===== src/logic/elsic_pkg.sv =====
package elsic_pkg;
    // byte-wide parallel port
    localparam int          ADDR_W          = 8;
    localparam int          DATA_W          = 8;
    // register offsets
    localparam logic [7:0]  OFF_STATUS_ONE  = 8'h06;
    localparam logic [7:0]  OFF_STATUS_TWO  = 8'h07;
    localparam logic [7:0]  OFF_RX_INFO     = 8'h08;
    localparam logic [7:0]  OFF_IRQ_MASK1   = 8'h16;
    localparam logic [7:0]  OFF_IRQ_MASK2   = 8'h17;
    localparam logic [7:0]  OFF_SYNC_STATUS = 8'h1e;
    localparam logic [7:0]  OFF_TX_MON      = 8'h40;
    localparam logic [7:0]  OFF_RX_MON      = 8'h41;
    localparam logic [7:0]  OFF_LOOP_TXMON  = 8'ha8;
    localparam logic [7:0]  OFF_LINE_INTERFACE_RESET_RXMON = 8'haa;
    // loop_txmon_control_reg fields
    localparam int          BIT_REMOTE_LOOP = 7;
    localparam int          BIT_LOCAL_LOOP  = 6;
    localparam int          BIT_LINE_AIS    = 5;
    // lireset_rxmon_control_reg fields
    localparam int          BIT_LINE_RESET  = 7;
    localparam int          SEL_MSB         = 4;
    localparam int          SEL_LSB         = 0;
    // reset values
    localparam logic [7:0]  RST_BYTE        = 8'h00;
    localparam logic [4:0]  RST_SEL         = 5'h00;
    // status register one: level alarms and change-interrupt alarms
    localparam logic [7:0]  SR1_LEVEL_BITS  = 8'hef;
    localparam logic [7:0]  SR1_CHANGE_BITS = 8'h0f;
    localparam logic [7:0]  EVENT_ONLY_BITS = 8'h00;
    // unused read data
    localparam logic [7:0]  UNMAPPED_DATA   = 8'h00;
endpackage : elsic_pkg


===== src/logic/elsic_latch.sv =====
`timescale 1ns/1ps
module elsic_latch #(
    parameter int          WIDTH       = 8,
    parameter logic [7:0]  LEVEL_BITS  = 8'h00,
    parameter logic [7:0]  CHANGE_BITS = 8'h00
) (
    input  wire logic             i_clk_sys,
    input  wire logic             i_rst,
    input  wire logic [WIDTH-1:0] i_event,
    input  wire logic [WIDTH-1:0] i_alarm,
    input  wire logic             i_wr,
    input  wire logic             i_rd,
    input  wire logic [WIDTH-1:0] i_wdata,
    input  wire logic [WIDTH-1:0] i_mask,
    output logic      [WIDTH-1:0] o_view,
    output logic                  o_irq
);
    import elsic_pkg::*;

    logic [WIDTH-1:0] latched;
    logic [WIDTH-1:0] armed;
    logic [WIDTH-1:0] alarm_prev;
    logic [WIDTH-1:0] change_pend;
    logic [WIDTH-1:0] lvl;
    logic [WIDTH-1:0] chg;
    logic [WIDTH-1:0] set_src;
    logic [WIDTH-1:0] rd_clr;

    if (WIDTH < 1 || WIDTH > DATA_W) begin : g_bad_width
        $error("elsic_latch: WIDTH out of range");
    end

    // sources: events pulse, level alarms hold the bit set while present
    always_comb begin
        lvl     = LEVEL_BITS[WIDTH-1:0];
        chg     = CHANGE_BITS[WIDTH-1:0];
        set_src = i_event | (i_alarm & lvl);
        rd_clr  = i_rd ? (armed & o_view) : '0;
    end

    // latched bits: set wins over clear-on-read
    always_ff @(posedge i_clk_sys or posedge i_rst) begin
        if (i_rst) begin
            latched <= '0;
        end else begin
            latched <= (latched & ~rd_clr) | set_src;
        end
    end

    // readable copy refreshed only where the write mask holds ones
    always_ff @(posedge i_clk_sys or posedge i_rst) begin
        if (i_rst) begin
            o_view <= '0;
            armed  <= '0;
        end else if (i_wr) begin
            o_view <= (i_wdata & latched) | (~i_wdata & o_view);
            armed  <= i_wdata;
        end else if (i_rd) begin
            armed  <= '0;
        end
    end

    // alarm change tracking for the change-type interrupt sources
    always_ff @(posedge i_clk_sys or posedge i_rst) begin
        if (i_rst) begin
            alarm_prev  <= '0;
            change_pend <= '0;
        end else begin
            alarm_prev  <= i_alarm;
            change_pend <= (change_pend & ~rd_clr)
                           | ((i_alarm ^ alarm_prev) & chg);
        end
    end

    // combined request of unmasked sources
    always_ff @(posedge i_clk_sys or posedge i_rst) begin
        if (i_rst) begin
            o_irq <= 1'b0;
        end else begin
            o_irq <= |(((latched & ~chg) | change_pend) & i_mask);
        end
    end
endmodule : elsic_latch


===== src/logic/elsic_ctl.sv =====
// Operation
// - remote loopback returns received line data outward
// - receive framer still fed during remote loopback
// - local loopback replaces received data with transmit
// - locally looped data goes through jitter attenuator
// - line all-ones force sends unframed ones
// - five-bit select picks transmit monitored channel
// - five-bit select picks receive monitored channel
// - rising line reset bit resets recovery, attenuator
// - status bits latch until read then clear
// - level alarms stay set while still present
// - write ones refresh readable status copy
// - sync status is live, read-only, unlatched
// - status one, two drive maskable low interrupt
// - four alarms interrupt on every change
// - alarm interrupt released after bit read
// - event interrupt released after bit read
`timescale 1ns/1ps
module elsic_ctl #(
    parameter int SEL_W = 5
) (
    input  wire logic                      i_clk_sys,
    input  wire logic                      i_rst,
    // parallel control port
    input  wire logic [elsic_pkg::ADDR_W-1:0] i_addr,
    input  wire logic                      i_wr,
    input  wire logic                      i_rd,
    input  wire logic [elsic_pkg::DATA_W-1:0] i_wdata,
    output logic      [elsic_pkg::DATA_W-1:0] o_rdata,
    output logic                           o_int_n,
    // line side
    input  wire logic                      i_line_bit_strobe,
    input  wire logic                      i_rx_line_pos_in,
    input  wire logic                      i_rx_line_neg_in,
    input  wire logic                      i_tx_fmt_pos_in,
    input  wire logic                      i_tx_fmt_neg_in,
    output logic                           o_tx_line_pos_out,
    output logic                           o_tx_line_neg_out,
    output logic                           o_rx_path_pos,
    output logic                           o_rx_path_neg,
    output logic                           o_line_if_reset,
    // channel monitor taps
    input  wire logic [SEL_W-1:0]          i_tx_chan_idx,
    input  wire logic [elsic_pkg::DATA_W-1:0] i_tx_chan_data,
    input  wire logic                      i_tx_chan_valid,
    input  wire logic [SEL_W-1:0]          i_rx_chan_idx,
    input  wire logic [elsic_pkg::DATA_W-1:0] i_rx_chan_data,
    input  wire logic                      i_rx_chan_valid,
    // status sources
    input  wire logic [elsic_pkg::DATA_W-1:0] i_sr1_event,
    input  wire logic [elsic_pkg::DATA_W-1:0] i_sr1_alarm,
    input  wire logic [elsic_pkg::DATA_W-1:0] i_sr2_event,
    input  wire logic [elsic_pkg::DATA_W-1:0] i_rir_event,
    input  wire logic [elsic_pkg::DATA_W-1:0] i_sync_status
);
    import elsic_pkg::*;

    // elaboration check on the select width
    if (SEL_W != SEL_MSB - SEL_LSB + 1) begin : g_bad_sel
        $error("elsic_ctl: SEL_W must match select field");
    end

    ////////////////////////////////////////////////////////////////////////////////
    // control registers

    logic [DATA_W-1:0] loop_txmon_control_reg;
    logic [DATA_W-1:0] lireset_rxmon_control_reg;
    logic [DATA_W-1:0] irq_mask_one;
    logic [DATA_W-1:0] irq_mask_two;
    logic [DATA_W-1:0] tx_channel_monitor_reg;
    logic [DATA_W-1:0] rx_channel_monitor_reg;
    logic              line_reset_prev;

    // decode of a write to a given offset
    function automatic logic wr_hit(input logic we, input logic [7:0] a, input logic [7:0] off);
        wr_hit = we && (a == off);
    endfunction : wr_hit

    // host writes to control and mask registers
    always_ff @(posedge i_clk_sys or posedge i_rst) begin
        if (i_rst) begin
            loop_txmon_control_reg    <= RST_BYTE;
            lireset_rxmon_control_reg <= RST_BYTE;
            irq_mask_one              <= RST_BYTE;
            irq_mask_two              <= RST_BYTE;
        end else begin
            if (wr_hit(i_wr, i_addr, OFF_LOOP_TXMON)) begin
                loop_txmon_control_reg <= i_wdata;
            end
            if (wr_hit(i_wr, i_addr, OFF_LINE_INTERFACE_RESET_RXMON)) begin
                lireset_rxmon_control_reg <= i_wdata;
            end
            if (wr_hit(i_wr, i_addr, OFF_IRQ_MASK1)) begin
                irq_mask_one <= i_wdata;
            end
            if (wr_hit(i_wr, i_addr, OFF_IRQ_MASK2)) begin
                irq_mask_two <= i_wdata;
            end
        end
    end

    ////////////////////////////////////////////////////////////////////////////////
    // line interface reset trigger

    // one-cycle pulse on a 0-to-1 step of the reset bit
    always_ff @(posedge i_clk_sys or posedge i_rst) begin
        if (i_rst) begin
            line_reset_prev <= 1'b0;
            o_line_if_reset <= 1'b0;
        end else begin
            line_reset_prev <= lireset_rxmon_control_reg[BIT_LINE_RESET];
            o_line_if_reset <= lireset_rxmon_control_reg[BIT_LINE_RESET]
                               & ~line_reset_prev;
        end
    end

    ////////////////////////////////////////////////////////////////////////////////
    // line datapath

    logic remote_loopback_en;
    logic local_loopback_en;
    logic line_all_ones_force;
    logic ais_phase;

    // loop and all-ones controls sampled only at line bit boundaries
    always_ff @(posedge i_clk_sys or posedge i_rst) begin
        if (i_rst) begin
            remote_loopback_en  <= 1'b0;
            local_loopback_en   <= 1'b0;
            line_all_ones_force <= 1'b0;
        end else if (i_line_bit_strobe) begin
            remote_loopback_en  <= loop_txmon_control_reg[BIT_REMOTE_LOOP];
            local_loopback_en   <= loop_txmon_control_reg[BIT_LOCAL_LOOP];
            line_all_ones_force <= loop_txmon_control_reg[BIT_LINE_AIS];
        end
    end

    // transmit line outputs: all-ones marks alternate polarity
    always_ff @(posedge i_clk_sys or posedge i_rst) begin
        if (i_rst) begin
            o_tx_line_pos_out <= 1'b0;
            o_tx_line_neg_out <= 1'b0;
            ais_phase         <= 1'b0;
        end else if (i_line_bit_strobe) begin
            if (line_all_ones_force) begin
                o_tx_line_pos_out <= ~ais_phase;
                o_tx_line_neg_out <= ais_phase;
                ais_phase         <= ~ais_phase;
            end else if (remote_loopback_en) begin
                o_tx_line_pos_out <= i_rx_line_pos_in;
                o_tx_line_neg_out <= i_rx_line_neg_in;
            end else begin
                o_tx_line_pos_out <= i_tx_fmt_pos_in;
                o_tx_line_neg_out <= i_tx_fmt_neg_in;
            end
        end
    end

    // receive path into the jitter attenuator and framer
    always_ff @(posedge i_clk_sys or posedge i_rst) begin
        if (i_rst) begin
            o_rx_path_pos <= 1'b0;
            o_rx_path_neg <= 1'b0;
        end else if (i_line_bit_strobe) begin
            if (local_loopback_en) begin
                o_rx_path_pos <= i_tx_fmt_pos_in;
                o_rx_path_neg <= i_tx_fmt_neg_in;
            end else begin
                o_rx_path_pos <= i_rx_line_pos_in;
                o_rx_path_neg <= i_rx_line_neg_in;
            end
        end
    end

    ////////////////////////////////////////////////////////////////////////////////
    // channel monitors

    // copy the selected channel's byte into each monitor register
    always_ff @(posedge i_clk_sys or posedge i_rst) begin
        if (i_rst) begin
            tx_channel_monitor_reg <= RST_BYTE;
            rx_channel_monitor_reg <= RST_BYTE;
        end else begin
            if (i_tx_chan_valid
                && i_tx_chan_idx == loop_txmon_control_reg[SEL_MSB:SEL_LSB]) begin
                tx_channel_monitor_reg <= i_tx_chan_data;
            end
            if (i_rx_chan_valid
                && i_rx_chan_idx == lireset_rxmon_control_reg[SEL_MSB:SEL_LSB]) begin
                rx_channel_monitor_reg <= i_rx_chan_data;
            end
        end
    end

    ////////////////////////////////////////////////////////////////////////////////
    // latched status registers

    logic [DATA_W-1:0] status_reg_one;
    logic [DATA_W-1:0] status_reg_two;
    logic [DATA_W-1:0] rx_information_reg;
    logic              irq_one;
    logic              irq_two;
    logic              rd_one;
    logic              rd_two;
    logic              rd_info;

    // read strobes per latched register
    always_comb begin
        rd_one  = i_rd && (i_addr == OFF_STATUS_ONE);
        rd_two  = i_rd && (i_addr == OFF_STATUS_TWO);
        rd_info = i_rd && (i_addr == OFF_RX_INFO);
    end

    elsic_latch #(
        .WIDTH       (DATA_W),
        .LEVEL_BITS  (SR1_LEVEL_BITS),
        .CHANGE_BITS (SR1_CHANGE_BITS)
    ) u_status_one (
        .i_clk_sys (i_clk_sys),
        .i_rst     (i_rst),
        .i_event   (i_sr1_event),
        .i_alarm   (i_sr1_alarm),
        .i_wr      (wr_hit(i_wr, i_addr, OFF_STATUS_ONE)),
        .i_rd      (rd_one),
        .i_wdata   (i_wdata),
        .i_mask    (irq_mask_one),
        .o_view    (status_reg_one),
        .o_irq     (irq_one)
    );

    elsic_latch #(
        .WIDTH       (DATA_W),
        .LEVEL_BITS  (EVENT_ONLY_BITS),
        .CHANGE_BITS (EVENT_ONLY_BITS)
    ) u_status_two (
        .i_clk_sys (i_clk_sys),
        .i_rst     (i_rst),
        .i_event   (i_sr2_event),
        .i_alarm   (RST_BYTE),
        .i_wr      (wr_hit(i_wr, i_addr, OFF_STATUS_TWO)),
        .i_rd      (rd_two),
        .i_wdata   (i_wdata),
        .i_mask    (irq_mask_two),
        .o_view    (status_reg_two),
        .o_irq     (irq_two)
    );

    elsic_latch #(
        .WIDTH       (DATA_W),
        .LEVEL_BITS  (EVENT_ONLY_BITS),
        .CHANGE_BITS (EVENT_ONLY_BITS)
    ) u_rx_info (
        .i_clk_sys (i_clk_sys),
        .i_rst     (i_rst),
        .i_event   (i_rir_event),
        .i_alarm   (RST_BYTE),
        .i_wr      (wr_hit(i_wr, i_addr, OFF_RX_INFO)),
        .i_rd      (rd_info),
        .i_wdata   (i_wdata),
        .i_mask    (RST_BYTE),
        .o_view    (rx_information_reg),
        .o_irq     ()
    );

    // active-low interrupt from both status registers
    always_ff @(posedge i_clk_sys or posedge i_rst) begin
        if (i_rst) begin
            o_int_n <= 1'b1;
        end else begin
            o_int_n <= ~(irq_one | irq_two);
        end
    end

    ////////////////////////////////////////////////////////////////////////////////
    // read data

    // registered read mux; sync status is passed live
    always_ff @(posedge i_clk_sys or posedge i_rst) begin
        if (i_rst) begin
            o_rdata <= UNMAPPED_DATA;
        end else if (i_rd) begin
            case (i_addr)
                OFF_STATUS_ONE:  o_rdata <= status_reg_one;
                OFF_STATUS_TWO:  o_rdata <= status_reg_two;
                OFF_RX_INFO:     o_rdata <= rx_information_reg;
                OFF_SYNC_STATUS: o_rdata <= i_sync_status;
                OFF_IRQ_MASK1:   o_rdata <= irq_mask_one;
                OFF_IRQ_MASK2:   o_rdata <= irq_mask_two;
                OFF_TX_MON:      o_rdata <= tx_channel_monitor_reg;
                OFF_RX_MON:      o_rdata <= rx_channel_monitor_reg;
                OFF_LOOP_TXMON:  o_rdata <= loop_txmon_control_reg;
                OFF_LINE_INTERFACE_RESET_RXMON: o_rdata <= lireset_rxmon_control_reg;
                default:         o_rdata <= UNMAPPED_DATA;
            endcase
        end
    end
endmodule : elsic_ctl


===== config.mk =====
export PLATFORM = sky130hd
export DESIGN_NAME = elsic_ctl
export DESIGN_NICKNAME = d
export VERILOG_FILES = /design/src/logic/elsic_pkg.sv /design/src/logic/elsic_latch.sv /design/src/logic/elsic_ctl.sv
export SDC_FILE = /design/constraint.sdc
export NUM_CORES = 1
export LEC_CHECK = 0
export ABC_AREA = 1
export CORE_MARGIN = 2
export CORE_UTILIZATION = 60
export CTS_BUF_LIST = sky130_fd_sc_hd__clkbuf_8
export CTS_CLUSTER_DIAMETER = 200
export DETAILED_ROUTE_END_ITERATION = 7
export DONT_BUFFER_PORTS = 1
export PLACE_DENSITY_LB_ADDON = 0.2
export SKIP_CTS_REPAIR_TIMING = 1
export SLEW_MARGIN = 10
export SYNTH_ARGS = -nofsm -noshare
export SYNTH_HDL_FRONTEND = slang
export SYNTH_SLANG_ARGS = --single-unit

===== constraint.sdc =====
create_clock -name i_clk_sys -period 6.7 [get_ports i_clk_sys]
set_clock_uncertainty 0.15 [all_clocks]
set_input_delay 0.335 -clock i_clk_sys [delete_from_list [all_inputs] [get_ports i_clk_sys]]
set_output_delay 0.335 -clock i_clk_sys [all_outputs]
set_load 0.005 [all_outputs]

# Yosys cells after proc, flatten, opt, wreduce, memory -nomap -nowiden
# Index checks and enable logic that the tools add are counted.
# Widths: inputs -> output; s select.
# op_classes
eq_ne	12
n_mux	16
n_div	0
bitwise	36
shift	0
n_mul	0
reduce_logical	18
addsub	0
order_cmp	0
# ops
op	count
$and 8x8->8	16
$pmux 8 s10	1
$mux 8	9
$or 8x8->8	9
$not 8->8	4
$eq 8x5->1 const B	3
$eq 8x3->1 const B	2
$eq 8x7->1 const B	2
$eq 8x8->1 const B	2
$reduce_or 8->1	2
$logic_and 1x1->1	12
$eq 5x5->1	2
$eq 8x4->1 const B	1
$or 8x4->8	1
$mux 1	6
$reduce_bool 2->1	3
$xor 4x4->4	1
$not 1->1	3
$reduce_and 2->1	1
$and 1x1->1	1
$or 1x1->1	1
# word_totals
in_bits	93
latchBits	0
mem_bits_rw	0
mem_bits_ro	0
ff_bits	161
output_inout_bits	14
mem_count	0
word_cells	114

# Longest topological paths before layout
# Gate-level depths: netlist of run 1.
# depth
word_depth	6
depth_mapped	10

# By module
# A second synthesis of run 1 with hierarchy kept.
# unflattened
hier_cells	917
hier_area_um2	8011.4
# modules_own_cells
mod	seq_area_each_um2	area_each_um2	cells_per_inst	instances
elsic_ctl	1677.9	3809.9	472	1
elsic_latch at u_rx_info ...	825.8	1348.8	141	2
elsic_latch at u_status_one	925.9	1503.9	163	1

# Worst setup path after synthesis of run 1
# OpenSTA, ideal clock, no wires.
# synth_timing
path_type	input to register
start	input port i_addr[4] in the netlist's numbering
end	register with a tool-made name
n_path_buf	1
path_slack_ns	5.231
stages	9
arrival_ns	1.198
cell_sequence	inv_1 -> nand2_2 -> nor2_8 -> buf_8 -> nand2_8 -> nor2_8 -> nand2_1 -> nor2_1 -> a21oi_1
# synth_rtl
element	line	source
start, declared	elsic_ctl.sv:25	input wire logic [elsic_pkg::ADDR_W-1:0] i_addr,

# Worst setup path after layout of run 1
# layout_timing
start	input port i_rd
end	register u_status_two.latched[0]
# layout_between
elab_chain_cells	5
# layout_lines
element	line	source
start, declared	elsic_ctl.sv:27	input wire logic i_rd,
$logic_and 1x1->1	elsic_ctl.sv:210	rd_two = i_rd && (i_addr == OFF_STATUS_TWO);
$mux 8	elsic_latch.sv:38	rd_clr = i_rd ? (armed & o_view) : '0;
$not 8->8	elsic_latch.sv:46	latched <= (latched & ~rd_clr) | set_src;
$and 8x8->8	elsic_latch.sv:46	
$or 8x8->8	elsic_latch.sv:46	
end signal, assigned	elsic_latch.sv:46	
end, declared	elsic_latch.sv:20	logic [WIDTH-1:0] latched;
# Every way passes these cells.
# A chain may end at the register's enable or synchronous reset.

==> results of run 1 <==
## final cells by class
| cell class | instances | share of cell area [%] |
|---|---|---|
| antenna | 1 | 0.02871 |
| timing repair buffer | 75 | 8.585 |
| inverter | 118 | 5.139 |
| sequential | 161 | 46.24 |
| tap | 168 | 2.412 |
| clock inverter | 11 | 0.8757 |
| multi-input combinational | 548 | 33.41 |
| clock buffer | 21 | 3.316 |
## worst max-delay path, stage by stage
cell           delay, ps
dlygate4sd3_1       1280
nand3b_1             230
a21o_1               220
dlygate4sd3_1        560
## cells in the final DEF (no fill, tap or decap), drive strengths merged, types with 10 or more instances in the layout
cell	Yosys	final
nand2	200	200
dfrtp	160	160
inv	118	123
o21ai	104	104
nand3	97	97
dlygate4sd3	0	74
nor2	61	61
clkbuf	3	21
nor3	12	12
a21oi	12	12
o21a	10	10
## kinds of logic after synthesis
logic type | after synthesis | share of synthesized area [%]
AO/OA/AOI/OAI | 153 | 11.51
XOR/XNOR | 8 | 0.9286
buffers and inverters | 139 | 7.993
flip-flops | 161 | 53.42
multiplexers | 5 | 0.7462
AND/OR/NAND/NOR | 382 | 25.41
## power by group through the flow
stage / clock network, mW / registers [mW] / logic (mW)
after global placement: 0 / 1.09 / 0.128
after global routing: 0.709 / 1.09 / 0.203
after CTS: 0.661 / 1.08 / 0.136
final: 0.656 / 1.08 / 0.181
after floorplan: 0 / 1.08 / 0.114
after detailed placement: 0 / 1.10 / 0.135
## worst max-delay path by stage
stage | startpoint | end | slack [ps] | cells past startpoint
after floorplan | i_rst | asynchronous set/reset pin | 1870 | 1
after global placement | i_addr[5] | irq_mask_one[1]$_DFFE_PP0P_ | 4670 | 6
after detailed placement | i_addr[5] | irq_mask_two[3]$_DFFE_PP0P_ | 4620 | 6
after CTS | lireset_rxmon_control_reg[4]$_DFFE_PP0P_ | rx_channel_monitor_reg[5]$_DFFE_PP0P_ | 5020 | 4
after global routing | i_rd | u_status_two.latched[0]$_DFF_PP0_ | 4240 | 4
final | i_rd | u_status_two.latched[0]$_DFF_PP0_ | 4250 | 4
## per-layer routing
layer,global-route usage [%],vias to the layer above
met5,0,-
met4,10.48,2
met3,7.836,51
met2,48.38,300
met1,39.89,3023
li1,-,2897
## through the flow
| stage | setup WS [ps] | instances | util (%) | instance area, µm² | total power [mW] |
|---|---|---|---|---|---|
| after floorplan | 1868 | 848 | - | 7545 | 1.198 |
| after global placement | 4667 | 996 | 62.55 | 7607 | 1.222 |
| after detailed placement | 4622 | 996 | 62.55 | 7607 | 1.232 |
| after CTS | 5021 | 1028 | 65.56 | 7973 | 1.876 |
| after global routing | 4237 | 1102 | 71.65 | 8713 | 1.999 |
| final | 4252 | 1103 | 71.67 | 8716 | 1.917 |
==> flow_metrics.py, run 1 <==
metrics = {
    "timing": {
        "setup_viol": 0,
        "post-route-min-period_ps": 2448,
        "rsz0062_at_grt": "false",
        "finalCritPeriodShare_pct": 36.54,
        "max_freq_ghz": 0.4084,
        "whs_ps": 20.31,
        "slew_violations": 0,
        "tightest_slew_ps": 1125,
        "hold_viol_final": 0,
        "maxSlewHeadroom_pct": 24.72,
        "fin_setup_tns_ps": 0,
    },
    "power_and_ir_drop": {
        "seqPwrFrac_pct": 56.4,
        "pwr-share-comb_pct": 9.4,
        "p_switching_mw": 0.4850,
        "p_per_area_mw_per_mm2": 219.9,
        "switching_share_pct": 25.30,
        "p_clk_share_pct": 34.2,
        "p_leak_nw": 4.430,
        "p_int_mw": 1.432,
        "max-vdd-ir-drop_mv": 0.1402,
    },
    "routing": {
        "wl_met1_um": 8236,
        "via_count": 6273,
        "drc_errors": 0,
        "ant_nets": 0,
        "dr_wl_met2_um": 9470,
        "wirelength_um": 19960,
        "drt_iter0_drc": 494,
        "route.met3.wl_um": 1685,
        "wire_per_inst_um": 18.09,
        "viasPerCell": 5.687,
        "drtPass1Iterations": 7,
        "top_layer_used": "met5",
    },
    "worst_setup_path": {
        "ff2ff_setup_slack_ps": 4850,
        "crit_required_ps": 6890,
        "startpoint_type": "primary input",
        "rr_worst_depth": 4,
        "worst-endpoint-arrival_ps": 2640,
        "end_kind": "register",
        "path_max_fanout": 18,
        "r2r-end": "u_status_two.latched[5]$_DFF_PP0_",
        "critPathKind": "primary input to register",
    },
    "cts": {
        "cts_max_level": 4,
        "cts_buffers": 17,
        "cts_tree": "built",
        "cts_sinks": 161,
        "cts-root-buf": "clkbuf_8",
        "clock_path_buffers": 2,
        "path_clk_slew_ps": 80,
        "clk_latency_ps": 460,
    },
    "synthesis": {
        "synth_edf_count": 0,
        "async_flop_share_pct": 100.0,
        "synth_cells": 848,
        "synth_cell_type_count": 40,
        "syn-num-nets": 941,
        "post-synth-top-area-cell": "dfrtp_1",
        "synth_top_area_share_pct": 53.07,
        "seq_area_frac_synth_pct": 53.42,
        "yosys_register_bits": 161,
        "ys.flop_type": "dfrtp_1",
        "yosys.cell_count.top_type": "nand2_1",
        "synth.area.top_cells": "dfrtp_1, nand2_1, nand3_1",
        "synthTopCellsByCount": "nand2_1, dfrtp_1, inv_1",
        "synth_area_mm2": 0.007545,
        "syn_avg_cell_area_um2": 8.897,
        "ys_warn_count": 0,
    },
    "layout": {
        "area.growth.synth_to_final_pct": 15.52,
        "drive_above_1_share_pct": 8.994,
        "multi_input_area_mm2": 0.002912,
        "final_nets": 1014,
        "fill_cells": 937,
        "seq_area_mm2": 0.004030,
    },
    "min_path": {
        "min_path_type": "primary input to register",
        "min-delay-start": "i_rd",
        "holdPathStages": 3,
        "holdPathEnd": "u_rx_info.latched[0]$_DFF_PP0_",
    },
    "placement": {
        "dpl.hpwl_um": 13520,
        "place_congestion": 0.8648,
        "port_buffers": 0,
    },
    "floorplanning": {
        "die_area_mm2": 0.01349,
        "die_h_um": 116.1,
        "rows": 40,
        "boundaryPins": 107,
        "core_mm2": 0.01216,
        "initial_core_util_pct": 62.04,
        "die_width_um": 116.1,
    },
    "global_routing": {
        "grt_pass1_wl_um": 30080,
        "grt_usage_pct": 30.03,
        "antenna_found_initial": 1,
        "grt_pass1_vias": 5790,
        "grt_max_degree": 83,
        "overflow": 0,
    },
    "run": {
        "cap_violations": 0,
    },
    "status": {
        "outcome": "finished, final reports clean",
    },
}
Power figures use the tool's default switching activity.
==> inputs of run 2 (changes only) <==
--- a/config.mk
+++ b/config.mk
@@ -5,9 +5,9 @@
 export SDC_FILE = /design/constraint.sdc
 export NUM_CORES = 1
 export LEC_CHECK = 0
-export ABC_AREA = 1
+export ABC_AREA = 0
 export CORE_MARGIN = 2
-export CORE_UTILIZATION = 60
+export CORE_UTILIZATION = 59
 export CTS_BUF_LIST = sky130_fd_sc_hd__clkbuf_8
 export CTS_CLUSTER_DIAMETER = 200
 export DETAILED_ROUTE_END_ITERATION = 7
==> constraint.sdc (replaced) <==
create_clock -name i_clk_sys -period 2.12 [get_ports i_clk_sys]
set_clock_uncertainty 0.15 [all_clocks]
set_input_delay 0.106 -clock i_clk_sys [delete_from_list [all_inputs] [get_ports i_clk_sys]]
set_output_delay 0.106 -clock i_clk_sys [all_outputs]
set_load 0.005 [all_outputs]
==> run 2 against run 1 <==
Compared with the run above:
- the flow now finishes with violations (design-rule violations, negative hold slack)
- final cell count fell by 24%
- clock power rose to 4.1 times the previous value
- worst hold slack got worse by 52 ps
- sequential cell count is the same
- via count is 18% lower
- synthesized cell count is 31% lower
- utilization rose by 2.3 points
- register-to-register slack worse by 4800 ps
- setup slack worse by 4200 ps
- total power grew to 3.5 times the previous value
- largest cell class unchanged
- highest routed layer is now met4
==> flow_metrics.py, run 2 <==
metrics = {
    "layout": {
        "drive_above_1_share_pct": 19.30,
        "final_area_mm2": 0.008523,
        "final_cells": 833,
        "final_common_cell": "dfrtp_1",
        "final_nets": 769,
        "mostFrequentLayoutCells": "dfrtp_1, nand2_1, dlygate4sd3_1",
        "area.growth.synth_to_final_pct": 21.88,
    },
    "synthesis": {
        "ys.flop_type": "dfrtp_1",
        "synth.area.top_cells": "dfrtp_1, mux2_2, nand2_1",
        "yosys_register_bits": 161,
        "post-synth-top-area-cell": "dfrtp_1",
        "synth_area_mm2": 0.006993,
        "seq_area_frac_synth_pct": 57.63,
        "synth_adder_area_share_pct": 0,
        "syn_avg_cell_area_um2": 11.99,
        "synth_top_family_by_area": "multiplexers",
        "synth-xor-area-share_pct": 1.879,
        "synth_top_area_share_pct": 57.26,
        "syn-num-nets": 676,
        "synthTopCellsByCount": "dfrtp_1, nand2_1, mux2_2",
        "yosys.cell_count.top_type": "dfrtp_1",
        "synth_edf_count": 0,
        "ys_warn_count": 0,
        "synth_cell_type_count": 55,
        "synth_cells": 583,
        "synth_compound_area_share_pct": 9.930,
        "async_flop_share_pct": 100.0,
        "synthMuxAreaShare_pct": 15.26,
        "synth_simple_gate_area_share_pct": 13.54,
    },
    "worst_setup_path": {
        "startpoint_type": "register",
        "ff2ff_setup_slack_ps": 50,
        "r2r-end": "o_rdata[4]$_DFFE_PP0P_",
        "end_kind": "register",
        "rr_worst_depth": 5,
        "path_max_fanout": 3,
        "worst-endpoint-arrival_ps": 2250,
        "crit_required_ps": 2300,
        "critPathKind": "register to register",
    },
    "timing": {
        "setup_viol": 0,
        "slew_violations": 0,
        "finalCritPeriodShare_pct": 97.70,
        "whs_ps": -31.40,
        "maxSlewHeadroom_pct": 54.94,
        "post-route-min-period_ps": 2071,
        "max_freq_ghz": 0.4828,
        "hold_viol_final": 6,
        "rsz0062_at_grt": "false",
        "fin_setup_tns_ps": 0,
        "tightest_slew_ps": 671.4,
    },
    "cts": {
        "cts-root-buf": "clkbuf_8",
        "cts_sinks": 161,
        "clock_path_buffers": 2,
        "cts_max_level": 4,
        "cts_tree": "built",
        "path_clk_slew_ps": 80,
        "cts_buffers": 17,
        "clk_latency_ps": 470,
    },
    "min_path": {
        "holdPathEnd": "u_status_one.armed[4]$_DFFE_PP0P_",
        "holdPathStages": 3,
        "min-delay-start": "i_wr",
        "min_path_type": "primary input to register",
    },
    "routing": {
        "drt_iter0_drc": 455,
        "drc_errors": 6,
        "viasPerCell": 6.167,
        "drtPass1Iterations": 7,
        "via_count": 5137,
        "wirelength_um": 18980,
        "wire_per_inst_um": 22.79,
        "ant_nets": 0,
    },
    "global_routing": {
        "grt_pass1_wl_um": 26340,
        "grt_pass1_vias": 4659,
        "grt_max_degree": 83,
        "overflow": 0,
        "antenna_found_initial": 1,
        "grt_usage_pct": 27.98,
    },
    "floorplanning": {
        "rows": 39,
        "boundaryPins": 107,
        "die_area_mm2": 0.01274,
        "initial_core_util_pct": 60.72,
        "core_mm2": 0.01152,
        "die_width_um": 112.9,
        "die_h_um": 112.9,
    },
    "run": {
        "cap_violations": 0,
    },
    "power_and_ir_drop": {
        "max-vdd-ir-drop_mv": 0.7752,
        "p_per_area_mw_per_mm2": 778.8,
        "p_leak_nw": 3.829,
    },
    "placement": {
        "dpl.hpwl_um": 12340,
        "port_buffers": 0,
        "place_congestion": 0.9264,
        "placed_area_mm2": 0.007142,
        "dp_cells": 710,
    },
    "status": {
        "outcome": "finished with violations",
        "violations": "design-rule violations, negative hold slack",
    },
}
==> run 2: changes by cell type in the layout (fill, tap and decap cells not counted), sizes merged, moves of 47 or more <==
cell	delta
o21ai	-85
mux2	+80
nand3	-67
nor2	-47
nand2	-108
inv	-120
==> run 2: worst max-delay path by stage <==
stage                                             start                                    end  cells after the start
6_report                                       register                 o_rdata[4]$_DFFE_PP0P_                      5
5_1_grt                                       i_addr[3]      u_status_one.armed[0]$_DFFE_PP0P_                      6
4_1_cts        lireset_rxmon_control_reg[1]$_DFFE_PP0P_  rx_channel_monitor_reg[4]$_DFFE_PP0P_                      4
3_5_place_dp   lireset_rxmon_control_reg[1]$_DFFE_PP0P_  rx_channel_monitor_reg[4]$_DFFE_PP0P_                      4
3_3_place_gp   lireset_rxmon_control_reg[1]$_DFFE_PP0P_  rx_channel_monitor_reg[4]$_DFFE_PP0P_                      4
2_1_floorplan                                     i_rst             asynchronous set/reset pin                      1
==> run 2: report_power, final <==
group | internal [mW] | switching [mW]
Sequential | 3.27 | 0.135
Combinational | 0.298 | 0.267
Clock | 1.56 | 1.11
==> run 2: cell type report <==
cell class / instances / area, µm²
Antenna cell: 1 / 2.502
Tap cell: 143 / 178.9
Sequential cell: 161 / 4030
Fill cell: 789 / 2993
Timing Repair Buffer: 97 / 978.4
Multi-Input combinational cell: 396 / 2841
Inverter: 3 / 15.01
Clock inverter: 13 / 215.2
Clock buffer: 19 / 261.5
==> run 2: cell families (layout without fill, tap and decap cells) <==
| kind of cell | count (synthesis) | after routing |
|---|---|---|
| AOI/OAI and AO/OA | 94 | 94 |
| xor gates and xnor gates | 15 | 15 |
| buffers and inverters | 26 | 132 |
| DFF | 161 | 161 |
| muxes | 96 | 96 |
| other | 0 | 1 |
| and+or+nand+nor | 191 | 191 |
==> run 2: critical path, stage by stage, from the launching register on <==
cell	delay, ps
dfrtp_1	440
a22oi_1	280
o22ai_2	150
a221oi_2	200
dlygate4sd3_1	610
a32oi_1	110
==> run 2: metrics by stage <==
stage	power, mW	utilization, %	setup WS, ps
detailed placement	3.858	62.02	143.9
global placement	3.829	62.02	216.5
global route	6.869	74.01	37.64
finish	6.638	74.01	48.66
floorplan	3.748	-	-178.0
CTS	6.501	66.16	125.0
==> run 2: metal layers <==
layer,share of wire [%],track usage (%)
met5,0,0
met1,42,39.66
met2,49,42.65
met4,1.8,6.911
met3,7.0,8.998
==> inputs of run 3 (changes only) <==
--- a/config.mk
+++ b/config.mk
@@ -6,13 +6,13 @@
 export NUM_CORES = 1
 export LEC_CHECK = 0
 export ABC_AREA = 0
-export CORE_MARGIN = 2
 export CORE_UTILIZATION = 59
 export CTS_BUF_LIST = sky130_fd_sc_hd__clkbuf_8
 export CTS_CLUSTER_DIAMETER = 200
 export DETAILED_ROUTE_END_ITERATION = 7
 export DONT_BUFFER_PORTS = 1
 export PLACE_DENSITY_LB_ADDON = 0.2
+export REMOVE_ABC_BUFFERS = 1
 export SKIP_CTS_REPAIR_TIMING = 1
 export SLEW_MARGIN = 10
 export SYNTH_ARGS = -nofsm -noshare
==> run 3 against run 2 <==
Compared with the run above:
- the flow finishes with violations (negative hold slack)
- critical path depth up 1
- via count is 0.33% lower
- total power is 2.2% lower
- sequential share of layout area increased by 0.85 points
- sequential power about the same
- routed wire length fell by 1.7%
- sequential cell count unchanged
- maximum frequency up 1.7%
- count of clock-buffer cells in the layout down 2
- setup slack better by 35 ps
- largest power group unchanged
==> flow_metrics.py, run 3 (synthesized netlist as in run 2, its figures left out) <==
metrics = {
    "status": {
        "outcome": "finished with violations",
        "violations": "negative hold slack",
    },
    "floorplanning": {
        "initial_core_util_pct": 60.98,
        "core_mm2": 0.01147,
        "boundaryPins": 107,
        "die_h_um": 110.9,
        "rows": 39,
        "die_area_mm2": 0.01229,
        "die_width_um": 110.9,
    },
    "global_routing": {
        "grt_max_degree": 63,
        "overflow": 0,
        "antenna_found_initial": 1,
        "grt_pass1_wl_um": 26480,
        "grt_pass1_vias": 4802,
        "grt_usage_pct": 29.04,
    },
    "routing": {
        "viasPerCell": 6.244,
        "drtPass1Iterations": 6,
        "drt_iter0_drc": 463,
        "wire_per_inst_um": 22.76,
        "drc_errors": 0,
        "ant_nets": 0,
        "via_count": 5120,
        "wirelength_um": 18670,
    },
    "cts": {
        "cts_tree": "built",
        "cts_buffers": 17,
        "clk_latency_ps": 460,
        "cts_sinks": 161,
        "cts-root-buf": "clkbuf_8",
        "path_clk_slew_ps": 80,
        "cts_max_level": 4,
        "clock_path_buffers": 2,
    },
    "timing": {
        "max_freq_ghz": 0.4910,
        "slew_violations": 0,
        "hold_viol_final": 9,
        "setup_viol": 0,
        "finalCritPeriodShare_pct": 96.06,
        "post-route-min-period_ps": 2037,
        "rsz0062_at_grt": "false",
        "maxSlewHeadroom_pct": 47.25,
        "whs_ps": -30.10,
        "tightest_slew_ps": 786.0,
    },
    "layout": {
        "area.growth.synth_to_final_pct": 19.74,
        "mostFrequentLayoutCells": "dfrtp_1, nand2_1, mux2_2",
        "drive_above_1_share_pct": 19.23,
        "final_nets": 756,
        "final_common_cell": "dfrtp_1",
        "fin_util_pct": 73.02,
        "fill_cells": 755,
        "final_area_mm2": 0.008373,
    },
    "power_and_ir_drop": {
        "p_leak_nw": 3.766,
        "max-vdd-ir-drop_mv": 0.8566,
        "p_per_area_mw_per_mm2": 775.6,
    },
    "min_path": {
        "min-delay-start": "i_addr[0]",
        "min_path_type": "primary input to register",
    },
    "worst_setup_path": {
        "startpoint_type": "register",
        "end_kind": "register",
        "crit_required_ps": 2280,
        "critPathKind": "register to register",
        "path_max_fanout": 3,
        "worst-endpoint-arrival_ps": 2200,
    },
    "placement": {
        "dpl.hpwl_um": 12370,
        "place_congestion": 0.8657,
        "port_buffers": 0,
        "placed_area_mm2": 0.007128,
    },
    "run": {
        "cap_violations": 0,
    },
}
## run 3: changes by cell type in the layout (fill, tap and decap cells not counted), sizes merged
cell,change
inv,+2
clkinv,+1
clkbuf,-2
dlygate4sd3,-11
buf,-2
bufinv,-1
## run 3: layout make-up
| class | count | area, µm² | area share [%] |
|---|---|---|---|
| flip-flops and latches | 161 | 4030 | 48.13 |
| multi-input cells | 396 | 2840 | 33.92 |
| repair buffers | 84 | 853.3 | 10.19 |
| clock buffers | 17 | 234.0 | 2.794 |
| clock inverters | 15 | 217.7 | 2.600 |
| well taps | 143 | 178.9 | 2.137 |
| inverters | 3 | 16.27 | 0.1943 |
| diodes | 1 | 2.502 | 0.02989 |
## run 3: per-layer routing
metal	track usage [%]	vias to the layer above	share of wire [%]	wire (µm)
li1	-	2269	-	-
met1	38.92	2611	41	7689
met2	44.47	211	50	9333
met3	9.677	29	6.9	1285
met4	10.31	0	1.9	357
met5	0	-	0	0
## run 3: path summary, 6_finish.rpt
| path | endpoint | slack [ps] | depth (start not counted) |
|---|---|---|---|
| max in group asynchronous | o_int_n$_DFF_PP1_ | 1160 | 3 |
| min in group asynchronous | u_status_two.armed[6]$_DFFE_PP0P_ | 0 | 2 |
| max reg2reg | o_rdata[7]$_DFFE_PP0P_ | 80 | 6 |
| max | o_rdata[7]$_DFFE_PP0P_ | 80 | 6 |
| min | o_rdata[5]$_DFFE_PP0P_ | -30 | 4 |
| min reg2reg | o_int_n$_DFF_PP1_ | 200 | 1 |
## run 3: where the power goes
part / switching, mW / total [mW] / internal [mW]
registers: 0.136 / 3.40 / 3.27
clock network: 1.13 / 2.52 / 1.40
logic: 0.270 / 0.567 / 0.297
total: 1.53 / 6.49 / 4.96
## run 3: stage by stage
stage	cells	setup WS (ps)	hold WS [ps]	TNS [ps]	power, mW
after global placement	708	196.7	-147.8	0	3.829
final	820	83.49	-30.10	0	6.494
after floorplan	560	-2483	-12.57	-398500	3.725
after global routing	820	56.74	5.197	0	6.711
after CTS	740	140.2	-639.0	0	6.354
after detailed placement	708	156.4	-136.7	0	3.864
## run 3: critical path: stages (launching register included)
cell and delay, ps:
dfrtp_1 430, and4b_1 200, a31oi_1 210, nor3_1 80
dlygate4sd3_1 560, nor3_1 180, o2bb2ai_1 80
